--- src/logic/dls_pkg.sv ---
// Package with constants for the door lock sequencer.
package dls_pkg;
  localparam int          CLK_HZ          = 250_000_000;
  localparam int          HOLD_LOCK_S     = 5;
  localparam int          RETRY_WAIT_S    = 10;
  localparam int          NO_OPEN_WAIT_S  = 15;
  localparam int          MAX_ATTEMPTS    = 3;
  localparam int          SEC_W           = 5;
  localparam logic [7:0]  ADR_CTRL        = 8'h00;
  localparam logic [7:0]  ADR_STATUS      = 8'h04;
  localparam logic [7:0]  ADR_IRQ_STAT    = 8'h08;
  localparam logic [7:0]  ADR_IRQ_MASK    = 8'h0C;
  localparam int          CTRL_NIGHT_BIT  = 0;
  localparam int          CTRL_ENABLE_BIT = 1;
  localparam logic [1:0]  CTRL_RESET      = 2'h0;
  localparam int          IRQ_W           = 4;
  localparam int          IRQ_FAULT_BIT   = 0;
  localparam int          IRQ_OPENED_BIT  = 1;
  localparam int          IRQ_LOCKED_BIT  = 2;
  localparam int          IRQ_BLOCKED_BIT = 3;
  localparam logic [3:0]  IRQ_MASK_RESET  = 4'h0;
  typedef enum logic [7:0] {
    ST_IDLE    = 8'h01,
    ST_UNLOCK  = 8'h02,
    ST_WAITOPN = 8'h04,
    ST_OPEN    = 8'h08,
    ST_HOLD    = 8'h10,
    ST_LOCK    = 8'h20,
    ST_RETRY   = 8'h40,
    ST_ERROR   = 8'h80
  } dls_state_type;
endpackage : dls_pkg

--- src/logic/dls_door_lock_sequencer.sv ---
// Sequencer that drives the latch and dead bolt of a motor door cylinder.
`timescale 1ns/10ps
`default_nettype none
module dls_door_lock_sequencer
#(
  parameter int PRESCALE = dls_pkg::CLK_HZ
)
(
  // Clock and reset.
  input  wire logic        i_clk,
  input  wire logic        i_sys_rst,
  // Wishbone slave.
  input  wire logic        i_wb_cyc,
  input  wire logic        i_wb_stb,
  input  wire logic        i_wb_we,
  input  wire logic [7:0]  i_wb_adr,
  input  wire logic [3:0]  i_wb_sel,
  input  wire logic [31:0] i_wb_dat,
  output var  logic [31:0] o_wb_dat,
  output var  logic        o_wb_ack,
  // Field inputs.
  input  wire logic        i_knob_open,
  input  wire logic        i_switch,
  input  wire logic        i_door_open,
  input  wire logic        i_bolt_unlocked,
  input  wire logic        i_bolt_locked,
  input  wire logic        i_bolt_blocked,
  // Motor and relay outputs.
  output var  logic        o_bolt_unlock,
  output var  logic        o_bolt_lock,
  output var  logic        o_latch_retract,
  output var  logic        o_fault_22_20,
  output var  logic        o_fault_22_21,
  output var  logic        o_fault_led,
  output var  logic        o_open_17_19,
  output var  logic        o_open_17_18,
  output var  logic        o_irq
);
  import dls_pkg::*;

  localparam logic [SEC_W-1:0] HOLD_SEC  = SEC_W'(HOLD_LOCK_S);
  localparam logic [SEC_W-1:0] RETRY_SEC = SEC_W'(RETRY_WAIT_S);
  localparam logic [SEC_W-1:0] NOOP_SEC  = SEC_W'(NO_OPEN_WAIT_S);
  localparam logic [1:0]       ATT_MAX   = 2'(MAX_ATTEMPTS);

  dls_state_type    state_reg;
  dls_state_type    state_next;
  logic [31:0]      pre_reg;
  logic             tick;
  logic [SEC_W-1:0] sec_reg;
  logic [1:0]       att_reg;
  logic             night_unlock_reg;
  logic             was_locked_reg;
  logic             door_q_reg;
  logic             err_seen_open_reg;
  logic             dopen_reg;
  logic [1:0]       ctrl_reg;
  logic [IRQ_W-1:0] irq_stat_reg;
  logic [IRQ_W-1:0] irq_mask_reg;
  logic [IRQ_W-1:0] irq_ev;
  logic             night;
  logic             enable;
  logic             request;
  logic             door_rise;
  logic             door_fall;
  logic             wb_wr;

  assign night     = ctrl_reg[CTRL_NIGHT_BIT];
  assign enable    = ctrl_reg[CTRL_ENABLE_BIT];
  assign request   = i_knob_open | (i_switch & enable);
  assign door_rise = i_door_open & ~door_q_reg;
  assign door_fall = ~i_door_open & door_q_reg;
  // Writes land on the edge at which the master samples ack high.
  assign wb_wr     = i_wb_cyc & i_wb_stb & i_wb_we & o_wb_ack;

  // Seconds prescaler; restarts whenever the state changes.
  always_ff @(posedge i_clk)
  begin
    if (i_sys_rst || state_next != state_reg)
      pre_reg <= 32'h0;
    else if (pre_reg == 32'(PRESCALE - 1))
      pre_reg <= 32'h0;
    else
      pre_reg <= pre_reg + 32'h1;
  end
  assign tick = (pre_reg == 32'(PRESCALE - 1));

  always_ff @(posedge i_clk)
  begin
    if (i_sys_rst || state_next != state_reg)
      sec_reg <= '0;
    else if (tick && sec_reg != '1)
      sec_reg <= sec_reg + SEC_W'(1);
  end

  always_ff @(posedge i_clk)
  begin
    if (i_sys_rst)
      door_q_reg <= 1'b0;
    else
      door_q_reg <= i_door_open;
  end

  always_comb
  begin
    state_next = state_reg;
    case (state_reg)
      ST_IDLE:
        if (request)
          state_next = night ? ST_UNLOCK : ST_WAITOPN;
        else if (door_rise)
          state_next = ST_OPEN;
      ST_UNLOCK:
        if (i_bolt_unlocked)
          state_next = ST_WAITOPN;
      ST_WAITOPN:
        if (i_door_open)
          state_next = ST_OPEN;
        else if (sec_reg >= NOOP_SEC)
          state_next = (night_unlock_reg && was_locked_reg)
                       ? ST_LOCK : ST_IDLE;
      ST_OPEN:
        if (door_fall)
          state_next = night ? ST_HOLD : ST_IDLE;
      ST_HOLD:
        if (door_rise)
          state_next = ST_OPEN;
        else if (sec_reg >= HOLD_SEC)
          state_next = ST_LOCK;
      ST_LOCK:
        if (i_bolt_blocked)
          state_next = (att_reg == ATT_MAX - 2'h1)
                       ? ST_ERROR : ST_RETRY;
        else if (i_bolt_locked)
          state_next = ST_IDLE;
      ST_RETRY:
        if (sec_reg >= RETRY_SEC && i_bolt_unlocked)
          state_next = ST_LOCK;
      ST_ERROR:
        if (err_seen_open_reg && door_fall)
          state_next = night ? ST_HOLD : ST_IDLE;
      default:
        state_next = ST_IDLE;
    endcase
  end

  always_ff @(posedge i_clk)
  begin
    if (i_sys_rst)
      state_reg <= ST_IDLE;
    else
      state_reg <= state_next;
  end

  // Attempt counter resets on success or on leaving the error state.
  always_ff @(posedge i_clk)
  begin
    if (i_sys_rst)
      att_reg <= 2'h0;
    else if (state_reg == ST_LOCK && i_bolt_blocked)
      att_reg <= att_reg + 2'h1;
    else if (state_reg == ST_LOCK && i_bolt_locked)
      att_reg <= 2'h0;
    else if (state_reg == ST_ERROR && state_next != ST_ERROR)
      att_reg <= 2'h0;
  end

  // Remember the bolt position held before an opening command.
  always_ff @(posedge i_clk)
  begin
    if (i_sys_rst)
    begin
      night_unlock_reg <= 1'b0;
      was_locked_reg   <= 1'b0;
    end
    else if (state_reg == ST_IDLE && request)
    begin
      night_unlock_reg <= night;
      was_locked_reg   <= i_bolt_locked;
    end
  end

  always_ff @(posedge i_clk)
  begin
    if (i_sys_rst || state_reg != ST_ERROR)
      err_seen_open_reg <= 1'b0;
    else if (door_rise)
      err_seen_open_reg <= 1'b1;
  end

  // Motor commands; error drives the bolt back to unlocked, idle leaves it to manual operation.
  always_ff @(posedge i_clk)
  begin
    if (i_sys_rst)
    begin
      o_bolt_unlock   <= 1'b0;
      o_bolt_lock     <= 1'b0;
      o_latch_retract <= 1'b0;
    end
    else
    begin
      o_bolt_unlock   <= (state_next == ST_UNLOCK) ||
                         (state_next == ST_RETRY && !i_bolt_unlocked) ||
                         (state_next == ST_ERROR && !i_bolt_unlocked);
      o_bolt_lock     <= (state_next == ST_LOCK);
      o_latch_retract <= (state_next == ST_WAITOPN);
    end
  end

  always_ff @(posedge i_clk)
  begin
    if (i_sys_rst)
    begin
      o_fault_22_20 <= 1'b0;
      o_fault_22_21 <= 1'b0;
      o_fault_led   <= 1'b0;
    end
    else
    begin
      o_fault_22_20 <= (state_next == ST_ERROR);
      o_fault_22_21 <= (state_next != ST_ERROR);
      o_fault_led   <= (state_next == ST_ERROR);
    end
  end

  // Door-open indication is sticky until the contact closes.
  always_ff @(posedge i_clk)
  begin
    if (i_sys_rst)
      dopen_reg <= 1'b0;
    else if (i_door_open || state_next == ST_WAITOPN ||
             (state_reg == ST_UNLOCK && i_bolt_unlocked))
      dopen_reg <= 1'b1;
    else if (door_fall)
      dopen_reg <= 1'b0;
  end

  always_ff @(posedge i_clk)
  begin
    if (i_sys_rst)
    begin
      o_open_17_19 <= 1'b0;
      o_open_17_18 <= 1'b0;
    end
    else
    begin
      o_open_17_19 <= dopen_reg;
      o_open_17_18 <= ~dopen_reg;
    end
  end

  assign irq_ev[IRQ_FAULT_BIT]   = (state_next == ST_ERROR) &&
                                   (state_reg != ST_ERROR);
  assign irq_ev[IRQ_OPENED_BIT]  = door_rise;
  assign irq_ev[IRQ_LOCKED_BIT]  = (state_reg == ST_LOCK) && i_bolt_locked &&
                                   !i_bolt_blocked;
  assign irq_ev[IRQ_BLOCKED_BIT] = (state_reg == ST_LOCK) && i_bolt_blocked;

  // Write one clears; a new event in the same cycle wins.
  always_ff @(posedge i_clk)
  begin
    if (i_sys_rst)
      irq_stat_reg <= '0;
    else if (wb_wr && i_wb_adr == ADR_IRQ_STAT && i_wb_sel[0])
      irq_stat_reg <= (irq_stat_reg & ~i_wb_dat[IRQ_W-1:0]) | irq_ev;
    else
      irq_stat_reg <= irq_stat_reg | irq_ev;
  end

  always_ff @(posedge i_clk)
  begin
    if (i_sys_rst)
    begin
      ctrl_reg     <= CTRL_RESET;
      irq_mask_reg <= IRQ_MASK_RESET;
    end
    else if (wb_wr && i_wb_sel[0])
    begin
      if (i_wb_adr == ADR_CTRL)
        ctrl_reg <= i_wb_dat[1:0];
      if (i_wb_adr == ADR_IRQ_MASK)
        irq_mask_reg <= i_wb_dat[IRQ_W-1:0];
    end
  end

  always_ff @(posedge i_clk)
  begin
    if (i_sys_rst)
      o_irq <= 1'b0;
    else
      o_irq <= |(irq_stat_reg & irq_mask_reg);
  end

  // Single-cycle acknowledge; unmapped addresses read zero.
  always_ff @(posedge i_clk)
  begin
    if (i_sys_rst)
    begin
      o_wb_ack <= 1'b0;
      o_wb_dat <= 32'h0;
    end
    else
    begin
      o_wb_ack <= i_wb_cyc & i_wb_stb & ~o_wb_ack;
      case (i_wb_adr)
        ADR_CTRL:     o_wb_dat <= {30'h0, ctrl_reg};
        ADR_STATUS:   o_wb_dat <= {20'h0, att_reg, dopen_reg, i_door_open,
                                   state_reg};
        ADR_IRQ_STAT: o_wb_dat <= {28'h0, irq_stat_reg};
        ADR_IRQ_MASK: o_wb_dat <= {28'h0, irq_mask_reg};
        default:      o_wb_dat <= 32'h0;
      endcase
    end
  end
endmodule : dls_door_lock_sequencer
`default_nettype wire

--- config.mk ---
export PLATFORM = sky130hd
export DESIGN_NAME = dls_door_lock_sequencer
export DESIGN_NICKNAME = d
export VERILOG_FILES = /design/src/logic/dls_pkg.sv /design/src/logic/dls_door_lock_sequencer.sv
export SDC_FILE = /design/constraint.sdc
export NUM_CORES = 1
export LEC_CHECK = 0
export ABC_AREA = 1
export BUFFER_PORTS_ARGS = -buffer_cell sky130_fd_sc_hd__buf_2
export CORE_UTILIZATION = 49
export DETAILED_ROUTE_END_ITERATION = 8
export GPL_TIMING_DRIVEN = 0
export PLACE_DENSITY_LB_ADDON = 0.1
export SYNTH_ARGS = -nofsm -noshare
export SYNTH_HDL_FRONTEND = slang
export SYNTH_SLANG_ARGS = --single-unit
export TNS_END_PERCENT = 1
--- constraint.sdc ---
create_clock -name i_clk -period 1.8 [get_ports i_clk]
set_input_delay 0.09 -clock i_clk [delete_from_list [all_inputs] [get_ports i_clk]]
set_output_delay 0.09 -clock i_clk [all_outputs]
set_load 0.02 [all_outputs]
==> run summary, run 1 <==
The run finished, with violations left. The checks that failed: setup timing. The tree built by TritonCTS fans out to 83 sinks. The antenna diode instance count was 0. Ratio of routed vias to standard cells: 4.87. Traced cell by cell, the critical path runs through ha_4 > nand2_2 > nor2_2 > ha_2 > nor2_2 > o21ai_2 > nor2_2 > nor2_2 > nand3_2 > nand3_4 > clkbuf_16 > nor2_2. Summing over every cut layer, the via total after detailed routing is 4239.

The average wire per cell in the routed design is 12.7 µm. The run gives 0.639 as the headroom to the max-slew limit. On the critical path, the stage with the largest delay is an instance of sky130_fd_sc_hd__dfxtp_4. The run gives 2.11 ns as the required time of the worst setup path.

Sorting the synthesized cells by area gives the leading types as sky130_fd_sc_hd__dfxtp_1 (37%), sky130_fd_sc_hd__nand2_1 (12%), sky130_fd_sc_hd__nor2_1 (9.8%), sky130_fd_sc_hd__inv_1 (8.9%), sky130_fd_sc_hd__xor2_1 (3.7%). The ratio of final minimum period to clock period is 1.00. Power spread over the standard cell area amounts to 700 mW/mm².

Synthesis produced a netlist whose cell count is 666. The maximum number of pins on one net before global-route repair is 16. The most prevalent standard cell on the critical path was sky130_fd_sc_hd__nor2_2. Derived from the worst setup path, the maximum achievable clock frequency is 0.554 GHz.

The number of global-route vias before repair is 4077. The tools report the half-perimeter wire length after placement as 8320 µm. For the number of maximum-capacitance violations, the log shows 0. TritonCTS built the clock tree. The wire length on met1 is 4670 µm. The remaining number of nets flagged by the antenna check after routing is 0. Endpoint kind of the worst setup timing path: a flip-flop. Final max-slew violation count: 0.

The tools report the largest clock skew in the final design as 0.00875 ns. Clock-pin slew was measured on the worst setup and hold paths at 0.09 ns. Among cell families on the critical path, the largest total delay comes from simple AND/OR/NAND/NOR gates.

Setup repair after global routing could not meet its margin everywhere. Yosys printed 0 warnings. The area share of the largest cell type after synthesis came out at 0.371. For this run, the slowest stage of the critical path takes 0.38 ns. The critical-path maximum fanout is 8, and the number of antenna violations at the first check in global routing is 0. The logs give 819 for the total number of nets in the final design and 0 for the DRC violations left. No sink is reached through more buffers than the 2 on the longest clock path.

In this run the worst hold path is classified as in2reg. The total area inside the core boundary comes to 0.00876 mm². Before antenna repair, the detailed router went through 5 iterations. The die extent in x is 97.6 µm. For the worst setup path, the data arrival time is 2.11 ns. The CTS buffer count was 9; the detailed-route wire length was 11000 µm. The tools report the insertion delay of the later-clocked pin in the worst-skew pair as 0.36 ns.

The tools report the element type at the critical path start as a flip-flop. The initial standard-cell utilization of the core came out at 0.511. Detailed routing placed a total of 5630 µm of wire on met2. From bottom edge to top edge, the die measures 97.6 µm. For the sequential fraction of the synthesis area, the log shows 0.371. The root cell of the clock tree was sky130_fd_sc_hd__clkbuf_8.

The depth of the worst hold-timing path came out at 3. From synthesis to final layout, the design area changed by 21.7%. The first routing iteration left 133 violations. 97 I/O pins were placed.

For this design the static power due to leakage is 2.28 nW. At the pin with the least slew margin, the transition time is 0.542 ns. The tools report the post-route cell area as 0.00545 mm². Global-route total usage across every layer: 0.243. The count of H-tree levels built during CTS is 3, and the worst setup timing slack at the placement stage is -0.250 ns. The floorplan step defined a die boundary enclosing 0.00952 mm². The number of buffers and inverters on the critical path is 1, and the total met3 wirelength after detailed routing is 483 µm.

For the weighted congestion reported at the end of routability-driven placement, the log shows 0.935. The number of endpoints with negative hold slack in the final report was 0. The share of cells above drive strength 1 was 0.209; the final worst setup slack was -0.00463 ns. The average cell area after synthesis works out to 6.72 µm². For the cell row count, the log shows 34. In this run, distinct cell masters in the synthesized netlist total 36.

The worst register-to-register path has a depth of 12. In this run the cell area of the synthesized design comes to 0.00447 mm². Total negative slack: -0.00526 ns.

The first global-routing pass estimated 18400 µm of wire. The layout has 845 filler cells. The total of flip-flops plus latches after synthesis is 83, and the number of port buffers is 44. The total power consumption of the routed design is 0.00381 W, and the shortest period the worst path allows is 1.80 ns. IR analysis of the VDD net gives a maximum drop of 0.482 mV. Counting buffers and inverters, the worst setup path is 12 cells deep.

The register with the most flip-flops in the layout has 32 of them. Setup violations remaining at the end of the flow were counted as 2. The total placed instance area came out at 0.00490 mm². The synthesized design spends more area on one cell type than any other, namely sky130_fd_sc_hd__dfxtp_1. The classification of the worst setup path is reg2reg.

The top routing layer in use was met4. Summed over all layers, the global routing overflow is 0.
[worst min-delay path: stages]
cell	delay, ns
sky130_fd_sc_hd__buf_2	0.12
sky130_fd_sc_hd__inv_1	0.07
sky130_fd_sc_hd__a21oi_1	0.06
[kinds of logic after synthesis]
| kind of cell | Yosys count | synth area share |
|---|---|---|
| AOI/OAI and AO/OA | 51 | 0.0643 |
| xor gates and xnor gates | 26 | 0.0509 |
| adders and majority gates | 7 | 0.0196 |
| buffers and inverters | 141 | 0.142 |
| DFF | 83 | 0.371 |
| other | 1 | 0.000838 |
| and+or+nand+nor | 357 | 0.351 |
[path summary, 6_finish.rpt]
path            startpoint  slack [ns]              to
max             sec_reg[1]      -0.005      pre_reg[1]
max reg2reg     sec_reg[1]      -0.005      pre_reg[1]
min          i_bolt_locked        0.02  was_locked_reg
min reg2reg      dopen_reg        0.46    o_open_17_18
[cells in the mapped netlist]
| master | number |
|---|---|
| sky130_fd_sc_hd__nand2_1 | 145 |
| sky130_fd_sc_hd__nor2_1 | 117 |
| sky130_fd_sc_hd__inv_1 | 106 |
| sky130_fd_sc_hd__dfxtp_1 | 83 |
| sky130_fd_sc_hd__nor3_1 | 32 |
| sky130_fd_sc_hd__buf_4 | 22 |
| sky130_fd_sc_hd__nand3_1 | 21 |
| sky130_fd_sc_hd__a21oi_1 | 20 |
| sky130_fd_sc_hd__xor2_1 | 19 |
| sky130_fd_sc_hd__o21ai_0 | 18 |
| sky130_fd_sc_hd__nor2_2 | 13 |
| sky130_fd_sc_hd__nand4_1 | 12 |
| sky130_fd_sc_hd__ha_1 | 7 |
| sky130_fd_sc_hd__xnor2_1 | 7 |
| sky130_fd_sc_hd__nand3b_1 | 6 |
| sky130_fd_sc_hd__inv_2 | 4 |
| sky130_fd_sc_hd__buf_6 | 3 |
| sky130_fd_sc_hd__clkbuf_1 | 3 |
| sky130_fd_sc_hd__nand3_2 | 3 |
| sky130_fd_sc_hd__nor2_4 | 3 |
| sky130_fd_sc_hd__o22ai_1 | 3 |
| sky130_fd_sc_hd__buf_2 | 2 |
| sky130_fd_sc_hd__nor3_2 | 2 |
| sky130_fd_sc_hd__o21a_1 | 2 |
| sky130_fd_sc_hd__o221ai_1 | 2 |
| sky130_fd_sc_hd__a211oi_1 | 1 |
| sky130_fd_sc_hd__a22oi_1 | 1 |
| sky130_fd_sc_hd__a41oi_1 | 1 |
| sky130_fd_sc_hd__and3_1 | 1 |
| sky130_fd_sc_hd__clkinv_1 | 1 |
| sky130_fd_sc_hd__conb_1 | 1 |
| sky130_fd_sc_hd__nand2_4 | 1 |
| sky130_fd_sc_hd__nand3_4 | 1 |
| sky130_fd_sc_hd__o21ai_1 | 1 |
| sky130_fd_sc_hd__o21ai_2 | 1 |
| sky130_fd_sc_hd__o22a_1 | 1 |
[layout make-up]
| type | count | area, µm² | area share |
|---|---|---|---|
| multi-input combinational | 461 | 2380 | 0.437 |
| sequential | 83 | 1670 | 0.307 |
| clock buffer | 9 | 124 | 0.0227 |
| tap | 108 | 135 | 0.0248 |
| inverter | 111 | 417 | 0.0765 |
| clock inverter | 7 | 100 | 0.0184 |
| buffer | 30 | 229 | 0.0420 |
| timing repair buffer | 61 | 387 | 0.0710 |
[repair_timing]
action / CTS / global route
buffers inserted: 7 / 3
hold buffers: 4 / 0
pin swaps: 5 / 6
endpoints found under the setup margin: 40 / 43
gates cloned: 2 / 1
hold endpoints to repair: 3 / 0
gates resized for setup: 21 / 31
[routing by layer]
metal / global-route usage / vias up
met5: 0 / -
met3: 0.0482 / 20
met1: 0.287 / 1929
met2: 0.434 / 94
met4: 0.0871 / 0
li1: - / 2196
[placed cells by master (no fill, tap or decap), types with 4 or more instances in the layout]
| master | synthesis | final |
|---|---|---|
| sky130_fd_sc_hd__dlygate4sd3_1 | 0 | 4 |
| sky130_fd_sc_hd__inv_1 | 106 | 106 |
| sky130_fd_sc_hd__nand4_1 | 12 | 12 |
| sky130_fd_sc_hd__nor2_1 | 117 | 98 |
| sky130_fd_sc_hd__inv_2 | 4 | 4 |
| sky130_fd_sc_hd__nand3_2 | 3 | 4 |
| sky130_fd_sc_hd__xnor2_1 | 7 | 7 |
| sky130_fd_sc_hd__clkbuf_8 | 0 | 9 |
| sky130_fd_sc_hd__xor2_1 | 19 | 19 |
| sky130_fd_sc_hd__nand3b_1 | 6 | 6 |
| sky130_fd_sc_hd__conb_1 | 1 | 20 |
| sky130_fd_sc_hd__buf_4 | 22 | 31 |
| sky130_fd_sc_hd__nand3_1 | 21 | 20 |
| sky130_fd_sc_hd__nor2_2 | 13 | 24 |
| sky130_fd_sc_hd__ha_1 | 7 | 4 |
| sky130_fd_sc_hd__buf_6 | 3 | 5 |
| sky130_fd_sc_hd__a21oi_1 | 20 | 20 |
| sky130_fd_sc_hd__nor2_4 | 3 | 11 |
| sky130_fd_sc_hd__nand2_1 | 145 | 142 |
| sky130_fd_sc_hd__dfxtp_1 | 83 | 79 |
| sky130_fd_sc_hd__buf_2 | 2 | 46 |
| sky130_fd_sc_hd__nor3_1 | 32 | 31 |
| sky130_fd_sc_hd__o21ai_0 | 18 | 17 |
[metrics by stage]
stage	hold slack, ns	cells	utilization
final	0.0164	870	0.621
after global routing	0.00596	870	0.621
after CTS	0.00143	866	0.605
after detailed placement	0.360	837	0.559
after global placement	0.338	837	0.559
after floorplan	0.233	685	-
[report_power, final]
part	leakage [nW]	switching (W)	total (W)	internal, W
Clock	0.102	0.000728	0.00152	0.000791
Sequential	0.674	0.0000241	0.00189	0.00186
Combinational	1.51	0.000253	0.000408	0.000155
(Power assumes the default switching activity.)
==> inputs of run 2 (changes only) <==
--- a/config.mk
+++ b/config.mk
@@ -14,4 +14,3 @@
 export SYNTH_ARGS = -nofsm -noshare
 export SYNTH_HDL_FRONTEND = slang
 export SYNTH_SLANG_ARGS = --single-unit
-export TNS_END_PERCENT = 1
==> run 2 against run 1 <==
Net effect: the flow now finishes without violations; register-to-register slack about the same; core utilization up 0.77 points; via count down 0.12%; first-iteration DRC count up 29%; die area unchanged; sequential share of layout area down 0.40 points; sequential power about the same.
==> run summary, run 2 (synthesis results as in run 1) <==
The flow ran to the end, and the final reports show no timing, DRC or antenna violations. For the antenna diode instance count, the log shows 0. The largest clock skew in the final design was 0.0119 ns. Across all register-to-register paths, the minimum setup slack is 0.009 ns.

The worst stage delay on the critical path works out to 0.37 ns. The transition time at the pin with the least slew margin came out at 0.530 ns. The count of TritonRoute iterations in the first routing pass came out at 5. The run gives 0 as the final max-slew violation count.

Once placement finished, the instance area stood at 0.00490 mm². The weighted congestion reported at the end of routability-driven placement came out at 0.935. Classification of the worst setup path: reg2reg.

The floorplan has 34 rows. The logs give 0.647 for the headroom to the max-slew limit and 11200 µm for the detailed-route wire length. The worst hold path begins at i_bolt_locked.

The region available for standard cell placement spans 0.00876 mm². After routing the design area is 0.00551 mm². The number of global-route vias before repair is 4089, and the number of buffers and inverters on the critical path is 1.

The analysis attributes to cell leakage a power of 2.32 nW. The die is 97.6 µm tall. Number of maximum-capacitance violations: 0. For the maximum number of pins on one net before global-route repair, the log shows 16. Global-route total usage across every layer: 0.243. The slowest stage of the critical path is the sky130_fd_sc_hd__dfxtp_4 cell.

For hold timing, the worst endpoint is was_locked_reg. The kind of cell adding the most delay to the critical path is simple AND/OR/NAND/NOR gates. The first global-routing pass estimated 18400 µm of wire. The clock reaches the later pin of the worst-skew pair after 0.36 ns. The number of DRC markers in iteration 0 came out at 172. The logs give 0.398 for the clock network power share and 0.493 for the sequential share of power. Final count of negative-setup-slack endpoints: 0. Leaving out fill and tap cells, the most frequent cell in the layout is sky130_fd_sc_hd__nand2_1. At the worst endpoint, the arrival time is 2.10 ns. The register clock-pin slew on the reported worst setup and hold paths is 0.09 ns. Counting instances, the worst hold path has a depth of 3. Root cell of the clock tree: sky130_fd_sc_hd__clkbuf_8. TritonCTS built the clock tree.

The tools report the maximum buffer depth of the clock tree as 2. The maximum clock frequency was 0.558 GHz. The path class of the tightest hold or removal check is in2reg. The total net switching power is 0.00101 W. In the final routed layout, each cell accounts on average for 12.8 µm. The endpoint identified for the worst register-to-register timing path is pre_reg[1]. The final worst setup slack is 0.00885 ns. The routed via count was 4234. The shortest period the worst path allows is 1.79 ns. The critical-path maximum fanout works out to 8. At the worst endpoint, the required time is 2.11 ns.

The number of cells traversed by the worst register-to-register path works out to 12. The top cell types in the final layout, fill and taps aside, are sky130_fd_sc_hd__nand2_1 (141), sky130_fd_sc_hd__inv_1 (106), sky130_fd_sc_hd__nor2_1 (98), sky130_fd_sc_hd__dfxtp_1 (78), sky130_fd_sc_hd__buf_2 (46). Prior to clock tree synthesis, the placed netlist has a worst setup slack of -0.250 ns. The run gives 0.512 mV as the worst vdd rail ir drop. Total die area: 0.00952 mm². In the routed layout, each cell is associated on average with a via count of 4.86. The clock sink total is 83. The clock tree synthesis step divided the H-tree into 3 levels.

The most prevalent standard cell on the critical path was sky130_fd_sc_hd__nor2_2. The run gives 0 as the number of endpoints with negative hold slack in the final report. Port buffering added 44 buffers.

Combinational fraction of design power: 0.109. Traced cell by cell, the critical path runs through ha_4 > nand2_4 > nor2_4 > ha_4 > nor2_4 > o21ai_2 > nor2_2 > nor2_2 > nand3_2 > nand3_4 > clkbuf_16 > nor2_2. Setup repair after global routing could not meet its margin everywhere. Total number of nets in the final design: 821. The number of antenna violations at the first check in global routing was 0. The logs give 8320 µm for the half-perimeter wire length after placement and 9 for the CTS buffer count. In this run the horizontal extent of the chip is 97.6 µm.

For the cell-internal power, the log shows 0.00281 W. The tools report the initial standard-cell utilization of the core as 0.511. The worst setup path is captured at a flip-flop. The flip-flop count of the largest register, all copies and words added is 32. Total overflow reported by the global router: 0.

Relative to the synthesized area, the layout overhead comes to 23.2%. The power per standard cell area was 694 mW/mm². In this run the count of I/O pins placed on the die edge is 97. The tools report the worst flop-to-flop path startpoint as sec_reg[1].

The ratio of final minimum period to clock period was 0.995. The tools report the DRC violations left as 0. The tools report the remaining number of nets flagged by the antenna check after routing as 0. The element type at the critical path start is a flip-flop. The filler cells instantiated in the layout total 831.

The share of cells above drive strength 1 came out at 0.213. Switching part of the total power: 0.265.
## run 2: worst max-delay path by stage
stage,slack [ns],from,cells after the start,end
floorplan,0.08,sec_reg[1],12,pre_reg[10]
global placement,-0.20,pre_reg[0],9,pre_reg[10]
detailed placement,-0.25,pre_reg[0],9,pre_reg[10]
CTS,0.009,sec_reg[0],13,pre_reg[10]
global route,-0.1,sec_reg[1],12,pre_reg[7]
finish,0.009,sec_reg[1],12,pre_reg[1]
## run 2: layout make-up
type                       instances  area [µm²]  area share
inverter                         111         417      0.0756
clock buffer                       9         124      0.0225
timing repair buffer              63         398      0.0722
sequential                        83        1670       0.303
clock inverter                     7         100      0.0182
buffer                            30         229      0.0415
multi-input combinational        461        2440       0.442
tap                              108         135      0.0245
## run 2: what timing repair did
action,CTS,global route
resized for setup,19,44
endpoints found under the hold margin,3,0
endpoints found under the setup margin,40,42
setup buffers,9,3
hold buffers,4,0
pin swaps,5,9
cloned,2,1
## run 2: metal layers
layer  wire length (µm)  GRT usage
met4                239     0.0871
met2               5680      0.436
met1               4750      0.286
met3                510     0.0482
met5                  0          0
## run 2: power by group through the flow
stage	Clock (W)	Combinational (W)	Sequential [W]
after global placement	0	0.000350	0.00193
after global routing	0.00164	0.000462	0.00189
final	0.00152	0.000418	0.00189
after floorplan	0	0.000254	0.00193
after CTS	0.00156	0.000385	0.00188
after detailed placement	0	0.000352	0.00193
## run 2: stage by stage
stage               instances  total power [W]  hold slack, ns  utilization  setup TNS, ns
floorplan                 685          0.00219           0.233            -              0
global placement          837          0.00228           0.338        0.559          -5.97
detailed placement        837          0.00228           0.360        0.559          -7.86
CTS                       868          0.00383         0.00143        0.605              0
global route              872          0.00400         0.00596        0.629          -2.66
finish                    872          0.00383          0.0105        0.629              0
## run 2: worst reg2reg max path, delay by kind of cell (launching register included)
family | cells | cell delay [ns]
and+or+nand+nor | 8 | 0.74
DFF | 1 | 0.37
adders and majority gates | 2 | 0.33
buffers and inverters | 1 | 0.23
AOI/OAI and AO/OA | 1 | 0.07
